--- src/include/transceiver_spi_mode_pkg.sv ---
/*
  shared constants and types for the serial port and power-mode control block.
  assumes a single 50 MHz core clock; all times below are turned into cycle counts here.
*/
package transceiver_spi_mode_pkg;
  // core clock rate
  localparam int unsigned CLK_HZ = 50_000_000;
  // transition times, in their own units
  localparam int unsigned OFF_WAKE_MS = 10;    // off to idle, shortest figure
  localparam int unsigned HIB_WAKE_MS = 7;     // hibernate to idle, shortest figure
  localparam int unsigned DOZE_WAKE_US = 300;  // doze to idle, plus one clock-out period
  localparam int unsigned WARM_US = 144;       // idle to receive or transmit, longest figure
  // cycle counts: least times round up, longest times round down
  localparam int unsigned OFF_WAKE_CYC = (OFF_WAKE_MS * (CLK_HZ / 1000) + 0);
  localparam int unsigned HIB_WAKE_CYC = (HIB_WAKE_MS * (CLK_HZ / 1000) + 0);
  localparam int unsigned DOZE_BASE_CYC = (DOZE_WAKE_US * CLK_HZ + 999_999) / 1_000_000;
  localparam int unsigned WARM_CYC = (WARM_US * CLK_HZ) / 1_000_000;
  localparam int unsigned US_TICK_CYC = CLK_HZ / 1_000_000;
  localparam int WAIT_W = 20;
  localparam logic [5:0] US_TICK_LAST = 6'(US_TICK_CYC - 1);
  // serial frame layout
  localparam int ADDR_W = 6;
  localparam int WORD_W = 16;
  localparam int HDR_READ_BIT = 7;
  localparam logic [2:0] BIT_LAST = 3'h7;
  // internal word addresses with side effects
  localparam logic [5:0] REG_MODE = 6'h00;
  localparam logic [5:0] REG_TIMER_CMP = 6'h06;
  localparam logic [5:0] REG_CLOCK_OUTPUT_PIN_CFG = 6'h07;
  localparam logic [5:0] REG_PA = 6'h0c;
  // clock-out configuration fields
  localparam int CLOCK_OUTPUT_PIN_EN_BIT = 9;
  localparam int CLOCK_OUTPUT_PIN_DIV_W = 9;
  localparam int unsigned CLOCK_OUTPUT_PIN_MAX_HZ = 1_000_000;
  localparam logic [8:0] CLOCK_OUTPUT_PIN_DIV_MIN_SLOW = 9'(CLK_HZ / (2 * CLOCK_OUTPUT_PIN_MAX_HZ) - 1);
  // values after reset
  localparam logic [15:0] CLOCK_OUTPUT_PIN_CFG_RST = 16'h01ff;
  localparam logic [15:0] PA_RST = 16'h00bc;
  localparam logic [15:0] TIMER_CMP_RST = 16'h0000;
  // power amplifier levels
  localparam logic [7:0] PA_NOMINAL = 8'hbc;
  localparam logic [7:0] PA_MAXIMUM = 8'hff;
  // mode commands written to REG_MODE
  localparam logic [15:0] CMD_IDLE = 16'h0000;
  localparam logic [15:0] CMD_RX = 16'h0001;
  localparam logic [15:0] CMD_TX = 16'h0002;
  localparam logic [15:0] CMD_DOZE = 16'h0003;
  localparam logic [15:0] CMD_HIB = 16'h0004;
  // power modes
  typedef enum logic [3:0] {
    M_OFF, M_IDLE, M_HIB, M_HIB_WAKE, M_DOZE, M_DOZE_WAKE, M_RX_WARM, M_RX, M_TX_WARM, M_TX
  } mode_state_t;
endpackage : transceiver_spi_mode_pkg

--- src/mem_word_store.sv ---
/*
  word store behind the serial port: 64 words of 16 bits, registered read.
  assumes one writer and one reader on the core clock; contents are kept in every mode.
*/
`timescale 1ns/1ps
module mem_word_store (
  input wire logic i_clk,
  input wire logic i_wr_en,
  input wire logic [transceiver_spi_mode_pkg::ADDR_W-1:0] i_wr_addr,
  input wire logic [transceiver_spi_mode_pkg::WORD_W-1:0] i_wr_data,
  input wire logic [transceiver_spi_mode_pkg::ADDR_W-1:0] i_rd_addr,
  output logic [transceiver_spi_mode_pkg::WORD_W-1:0] o_rd_data
);
  import transceiver_spi_mode_pkg::*;

  // no reset on the array: data must survive low-power modes
  logic [WORD_W-1:0] store [0:(1<<ADDR_W)-1];

  // write port
  always_ff @(posedge i_clk) begin
    if (i_wr_en) begin
      store[i_wr_addr] <= i_wr_data;
    end
  end

  // read port, one cycle of latency
  always_ff @(posedge i_clk) begin
    o_rd_data <= store[i_rd_addr];
  end
endmodule : mem_word_store

--- src/transceiver_spi_mode_ctrl.sv ---
/*
  serial slave port and power-mode sequencer of a low-power radio transceiver.
  assumes the host is the serial master (clock idle low, sample on rise), and that pins
  are asynchronous to i_clk; the serial clock must stay well below a quarter of i_clk.
*/
`timescale 1ns/1ps
// Summary of operation
// - leave off, enter idle after reset release
// - idle accepts serial commands from host
// - doze and hibernate entered only by command
// - outputs released during reset; idle after 10ms
// - hibernate: oscillator, serial stopped; attention wakes, 7ms
// - doze clock-out only if enabled, slow enough
// - doze wakes on attention or timer match
// - doze wake takes 300us plus clock-out period
// - idle: oscillator, clock-out and serial active
// - receiver working within 144us from idle
// - transmitter working within 144us from idle
// - slave only, host drives clock, 8-bit bursts
// - sample on rising edge, change on falling
// - data in on mosi, out on miso
// - serial transfers moved by core clock
// - power register: 0xbc nominal, 0xff maximum
// - bursts are eight bits, msb first
// - payload even bytes, one direction only
module transceiver_spi_mode_ctrl #(
  parameter int unsigned OFF_WAKE_CYC = transceiver_spi_mode_pkg::OFF_WAKE_CYC,
  parameter int unsigned HIB_WAKE_CYC = transceiver_spi_mode_pkg::HIB_WAKE_CYC,
  parameter int unsigned DOZE_BASE_CYC = transceiver_spi_mode_pkg::DOZE_BASE_CYC,
  parameter int unsigned WARM_CYC = transceiver_spi_mode_pkg::WARM_CYC
) (
  input wire logic i_clk,
  input wire logic i_rst_b,
  input wire logic i_serial_clock_in,
  input wire logic i_cs_b,
  input wire logic i_mosi,
  input wire logic i_wake_attention_in,
  output logic o_miso,
  output logic o_miso_oe,
  output logic o_clock_output_pin,
  output logic o_clock_output_pin_oe,
  output logic o_osc_on,
  output logic o_serial_active,
  output logic o_rx_on,
  output logic o_tx_on,
  output logic [7:0] o_pa_level
);
  import transceiver_spi_mode_pkg::*;

  // synchronisers, bits {attention, mosi, select, clock}: stage 1 feeds stage 2 only
  logic [3:0] pin_s1_reg, pin_s2_reg;
  logic sclk_s2, sclk_s3, cs_s2, mosi_s2, wake_attention_in_s2; // stage 3 only for clock edge detection
  mode_state_t state_reg;            // power mode
  logic [WAIT_W-1:0] wait_reg;       // transition countdown
  logic serial_on, cs_act;           // serial port usable in this mode; selected as well
  logic rise, fall;                  // serial clock edges
  logic [2:0] bit_cnt_reg;           // bit within burst
  logic [7:0] sr_reg;                // incoming shift register
  logic hdr_done_reg;                // header burst received
  logic hi_pending_reg;              // first byte of a word done
  logic rd_reg;                      // transaction is a read
  logic [ADDR_W-1:0] addr_reg, wr_addr_reg; // addressed word, and where a finished word goes
  logic [7:0] hi_byte_reg;           // high byte of a write word
  logic byte_done;                   // eighth rising edge
  logic [7:0] byte_val;              // completed byte
  logic wr_en_reg;                   // word write pulse
  logic [WORD_W-1:0] wr_data_reg, mem_rd_data; // finished word, store read data
  logic [WORD_W-1:0] rd_word;        // word to send
  logic [WORD_W-1:0] out_sr_reg;     // outgoing shift register
  logic [WORD_W-1:0] mode_word_reg, cmp_reg, clock_output_pin_cfg_reg, pa_reg;
  logic cmd_valid;                   // mode command written
  logic [5:0] tick_reg;              // microsecond divider
  logic [15:0] us_cnt_reg;           // timer
  logic cmp_armed_reg, cmp_match;    // comparator programmed, and hit
  logic [CLOCK_OUTPUT_PIN_DIV_W-1:0] clock_output_pin_div;
  logic [CLOCK_OUTPUT_PIN_DIV_W-1:0] clock_output_pin_cnt_reg;
  logic clock_output_pin_run;
  logic [WAIT_W-1:0] clock_output_pin_period;

  // two flip-flops on every pin input, reset to each pin's idle level so no false edge follows
  always_ff @(posedge i_clk or negedge i_rst_b) begin
    if (!i_rst_b) begin
      pin_s1_reg <= 4'ha;
      pin_s2_reg <= 4'ha;
      sclk_s3 <= 1'b0;
    end else begin
      pin_s1_reg <= {i_wake_attention_in, i_mosi, i_cs_b, i_serial_clock_in};
      pin_s2_reg <= pin_s1_reg;
      sclk_s3 <= sclk_s2;
    end
  end
  assign {wake_attention_in_s2, mosi_s2, cs_s2, sclk_s2} = pin_s2_reg;

  // serial port dead outside idle, receive and transmit
  assign serial_on = (state_reg == M_IDLE) || (state_reg == M_RX) || (state_reg == M_TX);
  assign cs_act = !cs_s2 && serial_on;
  // edges of the host's clock; we never drive it
  assign rise = sclk_s2 && !sclk_s3 && cs_act;
  assign fall = !sclk_s2 && sclk_s3 && cs_act;
  assign byte_done = rise && (bit_cnt_reg == BIT_LAST);
  assign byte_val = {sr_reg[6:0], mosi_s2};

  // burst framing, bit and byte bookkeeping
  always_ff @(posedge i_clk or negedge i_rst_b) begin
    if (!i_rst_b) begin
      bit_cnt_reg <= 3'h0;
      sr_reg <= 8'h00;
      hdr_done_reg <= 1'b0;
      hi_pending_reg <= 1'b0;
      rd_reg <= 1'b0;
      addr_reg <= '0;
      hi_byte_reg <= 8'h00;
    end else if (!cs_act) begin
      // select high ends the transaction; a half word is dropped
      bit_cnt_reg <= 3'h0;
      hdr_done_reg <= 1'b0;
      hi_pending_reg <= 1'b0;
    end else if (rise) begin
      bit_cnt_reg <= bit_cnt_reg + 3'h1;
      sr_reg <= byte_val;
      if (byte_done) begin
        if (!hdr_done_reg) begin
          // header: read flag and word address
          hdr_done_reg <= 1'b1;
          rd_reg <= byte_val[HDR_READ_BIT];
          addr_reg <= byte_val[ADDR_W-1:0];
        end else begin
          // payload goes in byte pairs, high byte first
          hi_pending_reg <= !hi_pending_reg;
          if (!hi_pending_reg) begin
            hi_byte_reg <= byte_val;
          end
        end
      end
    end
  end

  // completed write words handed to the core side
  always_ff @(posedge i_clk or negedge i_rst_b) begin
    if (!i_rst_b) begin
      wr_en_reg <= 1'b0;
      wr_addr_reg <= '0;
      wr_data_reg <= '0;
    end else begin
      // mosi ignored on reads: no full duplex
      wr_en_reg <= byte_done && hdr_done_reg && hi_pending_reg && !rd_reg;
      if (byte_done && hi_pending_reg) begin
        wr_addr_reg <= addr_reg;
        wr_data_reg <= {hi_byte_reg, byte_val};
      end
    end
  end

  // word store for everything without side effects
  mem_word_store u_store (
    .i_clk(i_clk),
    .i_wr_en(wr_en_reg),
    .i_wr_addr(wr_addr_reg),
    .i_wr_data(wr_data_reg),
    .i_rd_addr(addr_reg),
    .o_rd_data(mem_rd_data)
  );

  // control words live in flops so they have reset values
  always_ff @(posedge i_clk or negedge i_rst_b) begin
    if (!i_rst_b) begin
      mode_word_reg <= CMD_IDLE;
      cmp_reg <= TIMER_CMP_RST;
      clock_output_pin_cfg_reg <= CLOCK_OUTPUT_PIN_CFG_RST;
      pa_reg <= PA_RST;
    end else if (wr_en_reg) begin
      unique case (wr_addr_reg)
        REG_MODE: mode_word_reg <= wr_data_reg;
        REG_TIMER_CMP: cmp_reg <= wr_data_reg;
        REG_CLOCK_OUTPUT_PIN_CFG: clock_output_pin_cfg_reg <= wr_data_reg;
        REG_PA: pa_reg <= wr_data_reg;
        default: ;
      endcase
    end
  end

  assign cmd_valid = wr_en_reg && (wr_addr_reg == REG_MODE);

  // read-back source
  always_comb begin
    unique case (addr_reg)
      REG_MODE: rd_word = mode_word_reg;
      REG_TIMER_CMP: rd_word = cmp_reg;
      REG_CLOCK_OUTPUT_PIN_CFG: rd_word = clock_output_pin_cfg_reg;
      REG_PA: rd_word = pa_reg;
      default: rd_word = mem_rd_data;
    endcase
  end

  // miso changes on falling edges; msb presented after last header edge
  always_ff @(posedge i_clk or negedge i_rst_b) begin
    if (!i_rst_b) begin
      out_sr_reg <= '0;
      o_miso <= 1'b0;
      o_miso_oe <= 1'b0;
    end else begin
      o_miso_oe <= cs_act && hdr_done_reg && rd_reg;
      if (fall && hdr_done_reg && rd_reg) begin
        if (bit_cnt_reg == 3'h0 && !hi_pending_reg) begin
          // word boundary: fetch new word
          o_miso <= rd_word[WORD_W-1];
          out_sr_reg <= {rd_word[WORD_W-2:0], 1'b0};
        end else begin
          o_miso <= out_sr_reg[WORD_W-1];
          out_sr_reg <= {out_sr_reg[WORD_W-2:0], 1'b0};
        end
      end
    end
  end

  // microsecond timer and its comparator
  always_ff @(posedge i_clk or negedge i_rst_b) begin
    if (!i_rst_b) begin
      tick_reg <= 6'h00;
      us_cnt_reg <= 16'h0000;
      cmp_armed_reg <= 1'b0;
    end else begin
      if (tick_reg == US_TICK_LAST) begin
        tick_reg <= 6'h00;
        us_cnt_reg <= us_cnt_reg + 16'h0001;
      end else begin
        tick_reg <= tick_reg + 6'h01;
      end
      // programming wins over a clear in the same cycle
      if (wr_en_reg && wr_addr_reg == REG_TIMER_CMP) begin
        cmp_armed_reg <= 1'b1;
      end else if (state_reg == M_DOZE && cmp_match) begin
        cmp_armed_reg <= 1'b0;
      end
    end
  end

  assign cmp_match = cmp_armed_reg && (us_cnt_reg == cmp_reg[15:0]);
  assign clock_output_pin_div = clock_output_pin_cfg_reg[CLOCK_OUTPUT_PIN_DIV_W-1:0];
  assign clock_output_pin_period = WAIT_W'({clock_output_pin_div, 1'b0}) + WAIT_W'(2);

  // power-mode sequencer
  always_ff @(posedge i_clk or negedge i_rst_b) begin
    if (!i_rst_b) begin
      state_reg <= M_OFF;
      wait_reg <= WAIT_W'(OFF_WAKE_CYC - 1);
    end else begin
      unique case (state_reg)
        M_IDLE, M_RX, M_TX: begin
          if (cmd_valid) begin
            unique case (wr_data_reg)
              CMD_RX: begin
                state_reg <= M_RX_WARM;
                wait_reg <= WAIT_W'(WARM_CYC - 1);
              end
              CMD_TX: begin
                state_reg <= M_TX_WARM;
                wait_reg <= WAIT_W'(WARM_CYC - 1);
              end
              CMD_DOZE: state_reg <= M_DOZE;
              CMD_HIB: state_reg <= M_HIB;
              CMD_IDLE: state_reg <= M_IDLE;
              default: ;
            endcase
          end
        end
        M_HIB: begin
          if (!wake_attention_in_s2) begin
            state_reg <= M_HIB_WAKE;
            wait_reg <= WAIT_W'(HIB_WAKE_CYC - 1);
          end
        end
        M_DOZE: begin
          if (!wake_attention_in_s2 || cmp_match) begin
            state_reg <= M_DOZE_WAKE;
            wait_reg <= WAIT_W'(DOZE_BASE_CYC - 1) + clock_output_pin_period;
          end
        end
        M_OFF, M_HIB_WAKE, M_DOZE_WAKE, M_RX_WARM, M_TX_WARM: begin
          // one shared countdown; off and both wake states end in idle
          if (wait_reg == '0) begin
            state_reg <= (state_reg == M_RX_WARM) ? M_RX : ((state_reg == M_TX_WARM) ? M_TX : M_IDLE);
          end else begin
            wait_reg <= wait_reg - WAIT_W'(1);
          end
        end
      endcase
    end
  end

  // clock-out: in doze only if enabled and at or below the frequency limit
  assign clock_output_pin_run = o_osc_on && ((state_reg != M_DOZE) ||
                    (clock_output_pin_cfg_reg[CLOCK_OUTPUT_PIN_EN_BIT] && clock_output_pin_div >= CLOCK_OUTPUT_PIN_DIV_MIN_SLOW));

  always_ff @(posedge i_clk or negedge i_rst_b) begin
    if (!i_rst_b) begin
      clock_output_pin_cnt_reg <= '0;
      o_clock_output_pin <= 1'b0;
    end else if (!clock_output_pin_run) begin
      // parked low so the pin does not burn power
      clock_output_pin_cnt_reg <= clock_output_pin_div;
      o_clock_output_pin <= 1'b0;
    end else if (clock_output_pin_cnt_reg == '0) begin
      clock_output_pin_cnt_reg <= clock_output_pin_div;
      o_clock_output_pin <= !o_clock_output_pin;
    end else begin
      clock_output_pin_cnt_reg <= clock_output_pin_cnt_reg - CLOCK_OUTPUT_PIN_DIV_W'(1);
    end
  end

  // status outputs follow the mode, and the power level follows its register, one cycle late
  always_ff @(posedge i_clk or negedge i_rst_b) begin
    if (!i_rst_b) begin
      o_clock_output_pin_oe <= 1'b0;
      o_osc_on <= 1'b0;
      o_serial_active <= 1'b0;
      o_rx_on <= 1'b0;
      o_tx_on <= 1'b0;
      o_pa_level <= PA_RST[7:0];
    end else begin
      o_clock_output_pin_oe <= (state_reg != M_OFF);
      o_osc_on <= !(state_reg inside {M_OFF, M_HIB, M_HIB_WAKE});
      o_serial_active <= serial_on;
      o_rx_on <= (state_reg == M_RX);
      o_tx_on <= (state_reg == M_TX);
      o_pa_level <= pa_reg[7:0];
    end
  end
endmodule : transceiver_spi_mode_ctrl

--- config.mk ---
export PLATFORM = sky130hd
export DESIGN_NAME = transceiver_spi_mode_ctrl
export DESIGN_NICKNAME = d
export VERILOG_FILES = /design/src/include/transceiver_spi_mode_pkg.sv /design/src/mem_word_store.sv /design/src/transceiver_spi_mode_ctrl.sv
export SDC_FILE = /design/constraint.sdc
export NUM_CORES = 1
export LEC_CHECK = 0
export BUFFER_PORTS_ARGS = -buffer_cell sky130_fd_sc_hd__buf_2
export CAP_MARGIN = 0
export CORE_MARGIN = 2
export CORE_UTILIZATION = 45
export DETAILED_ROUTE_END_ITERATION = 8
export PLACE_DENSITY = 0.57
export SYNTH_ARGS = -nofsm -noshare
export SYNTH_HDL_FRONTEND = slang
export SYNTH_SLANG_ARGS = --single-unit
--- constraint.sdc ---
create_clock -name i_clk -period 3.7 [get_ports i_clk]
set_input_delay 0.37 -clock i_clk [delete_from_list [all_inputs] [get_ports i_clk]]
set_output_delay 0.37 -clock i_clk [all_outputs]
set_load 0.05 [all_outputs]
==> impl_results.md <==
* Largest family of logic cells by synthesized area: multiplexers
* Place WS at 0.487 ns
* Site Rows at 121
* Clock power share at 0.460
* First-pass GRT wire length at 173 mm
* Largest net degree at the start of global routing at 97
* Primary FF master, synth: edfxtp_1
* Post-synth EDFFs at 1024
* Vias per Instance at 5.89
* RSZ-0062 raised after global routing: false
* DRT iter0 DRCs at 2596
* Clock Latency Late Sink at 0.73 ns
* CTS Hold Bufs at 5
* Tmin final at 3.22 ns
* Slack of the critical path at 0.476 ns
* Lkg Pwr at 16.5 nW
* Share of cells above drive strength 1 at 0.321
* Commonest cells after routing, fill and taps aside: 1024 x edfxtp_1, 320 x mux4_2, 156 x dfrtp_1
* WP data required at 4.35 ns
* Power per cell area at 503 mW/mm^2
* Post CTS Setup Buffer Count at 0
* Setup crit end kind: register
* Async S/R FF share, synth at 0.168
* Worst Skew at 0.0265 ns
* Total track usage at 0.214
* Vias at 24386
* Router iterations before antenna repair at 7
* Type of origin of the critical path: register
* Crit-path leading delay family: simple AND/OR/NAND/NOR gates
* Area taken by multi-input logic gates at 0.0122 mm^2
* CTS tree: yes
* Slowest CP cell: or4b_4
* Net Sw Frac at 0.193
* Pint at 22.8 mW
* Setup TNS at 0 ns
* Hold Path Class: input port to register
* CP arrival at 3.87 ns
* Mapped Area at 0.0491 mm^2
* Core ar. at 0.109 mm^2
* P_sw at 5.47 mW
* ANT nets after route at 0
* Clk root buf: clkbuf_16
* Flop pwr share at 0.535
* Most common cell after layout, fill and taps aside: edfxtp_1
* Cell variety after synth at 72
* Reg area at 0.0364 mm^2
* YS warnings at 0
* Post-route insts no fill at 4141
* Status: finished clean
* Post-CTS resize count at 0
* Post-Synth Adder-Cell Area at 0.00229
* Mux contribution to synthesized area at 0.176
* Placed cell count at 3893
* Clk sink count at 1250
* Slew @ Worst Pin at 0.967 ns
* I/O pin count at 22
* Post-synthesis compound-gate area fraction at 0.0264
* Initial antenna violation count at 1
* Placed cell areas at 0.0518 mm^2
* Maximum clock frequency at 310 MHz
* Initial Util at 0.452
* Simple-gate portion of the synthesized area at 0.0329
* Final nets at 2632
* Synthesized instance count at 2444
* Combinational power share at 0.005
* Hpwl dp at 68.5 mm
* Gr ovfl total at 0
* DRC at 0
* Synth-to-layout area growth at 14.4%
* Routed wire per std cell at 28.3 um
* Final Setup Violations at 0
* Syn Nets at 2459
* Max reg flops at 1024
* Vias in the first global route at 25171
* Total Routed Length at 117 mm
* # port buffers at 21
* Gpl congestion at 0.822
* Die Ht at 334 um
* Synthesized flop and latch total at 1250
* Fillers at 8430
* DIE AREA at 0.112 mm^2
* Critical-path cell list: or4b_4 > or3_4 > o41ai_4 > nand2_2 > or2_1 > a221o_1
* Period utilization at 0.871
* Peak VDD IR at 0.000433 V
* Register area share after synthesis at 0.741
* CP peak stage delay at 0.67 ns
* Number of H-tree levels at 4
* Number of max-slew violations in the final report at 0
* Final hold viol count at 0
* Clock transition at the registers of the reported paths at 0.06 ns
* Die Width at 334 um
* Crit Path Category: register to register
* Post-route cell area at 0.0562 mm^2
* Clock buffer depth at 3
* WP buf/inv at 0
* Slew HR at 0.354
* Max Cap Violations at 0
* CP Max Fanout at 19
* Mean Syn Cell Area at 20.1 um^2
* Post-Synth XOR/XNOR Area at 0.00946
* CTS buffer count at 131
-- synthesized netlist by cell type (all sizes together) (8+ instances only) --
| library cell | instances | area (um^2) |
|---|---|---|
| mux2 | 110 | 1240 |
| ha | 9 | 113 |
| dfrtp | 176 | 4400 |
| inv | 14 | 52.6 |
| nand2 | 94 | 355 |
| edfxtp | 1024 | 30700 |
| dfxtp | 16 | 320 |
| buf | 39 | 185 |
| nand3 | 21 | 105 |
| a221oi | 16 | 140 |
| nor4 | 9 | 56.3 |
| o21ai | 48 | 240 |
| a22oi | 33 | 248 |
| xor2 | 26 | 228 |
| xnor2 | 27 | 236 |
| mux4 | 320 | 7210 |
| a31o | 15 | 131 |
| nor2 | 141 | 529 |
| dfstp | 34 | 893 |
| mux2i | 19 | 190 |
| nand2b | 8 | 50.1 |
| o31ai | 13 | 97.6 |
| nand4 | 8 | 50.1 |
| nor3 | 20 | 100 |
| a21oi | 17 | 85.1 |
| nor2b | 10 | 62.6 |
| clkbuf | 96 | 360 |
-- final timing paths --
| check | startpoint | to | slack [ns] | cells past startpoint |
|---|---|---|---|---|
| hold / removal | i_cs_b | pin_s1_reg[1] | 0.28 | 2 |
| hold reg to reg | pin_s1_reg[2] | pin_s2_reg[2] | 0.35 | 0 |
| max in group asynchronous | i_rst_b | wait_reg[2] | 2.34 | 3 |
| setup reg to reg | wr_addr_reg[1] | wait_reg[13] | 0.48 | 6 |
| min in group asynchronous | i_rst_b | o_pa_level[1] | 0.29 | 2 |
| setup / recovery | wr_addr_reg[1] | wait_reg[13] | 0.48 | 6 |
-- power by group through the flow --
stage          Sequential [mW]  Clock [mW]  Combinational [mW]
2_1_floorplan             15.4           0              0.0716
3_3_place_gp              15.4           0               0.138
6_report                  15.1        13.0               0.142
3_5_place_dp              15.4           0               0.141
4_1_cts                   15.1        13.3               0.146
5_1_grt                   15.1        13.8               0.163
-- logic make-up after synthesis --
family	after synthesis
buffers and inverters	149
muxes	449
AOI/OAI and AO/OA	183
and+or+nand+nor	351
xor gates and xnor gates	53
adders and majority gates	9
DFF	1250
-- area by class of cell --
class | instances | area share
flip-flops and latches | 1250 | 0.648
clock buffers | 176 | 0.0646
well taps | 1414 | 0.0315
inverters | 14 | 0.000936
repair buffers | 175 | 0.0269
clock inverters | 63 | 0.0114
diodes | 4 | 0.000178
multi-input cells | 1045 | 0.216
-- metal layers --
layer	GRT usage	wire length [um]	vias up
met4	0.0569	2270	0
met2	0.341	57200	734
met1	0.306	50600	13188
met5	0	0	-
met3	0.0375	6910	156
li1	-	-	10308
-- stage by stage --
stage	util	hold WS (ns)	power, mW
3_5_place_dp	0.478	0.343	15.5
5_1_grt	0.517	0.262	29.1
3_3_place_gp	0.478	0.341	15.5
4_1_cts	0.517	0.234	28.6
2_1_floorplan	-	0.0744	15.5
6_report	0.517	0.279	28.3
No activity file was read; power rests on OpenSTA's default activity.
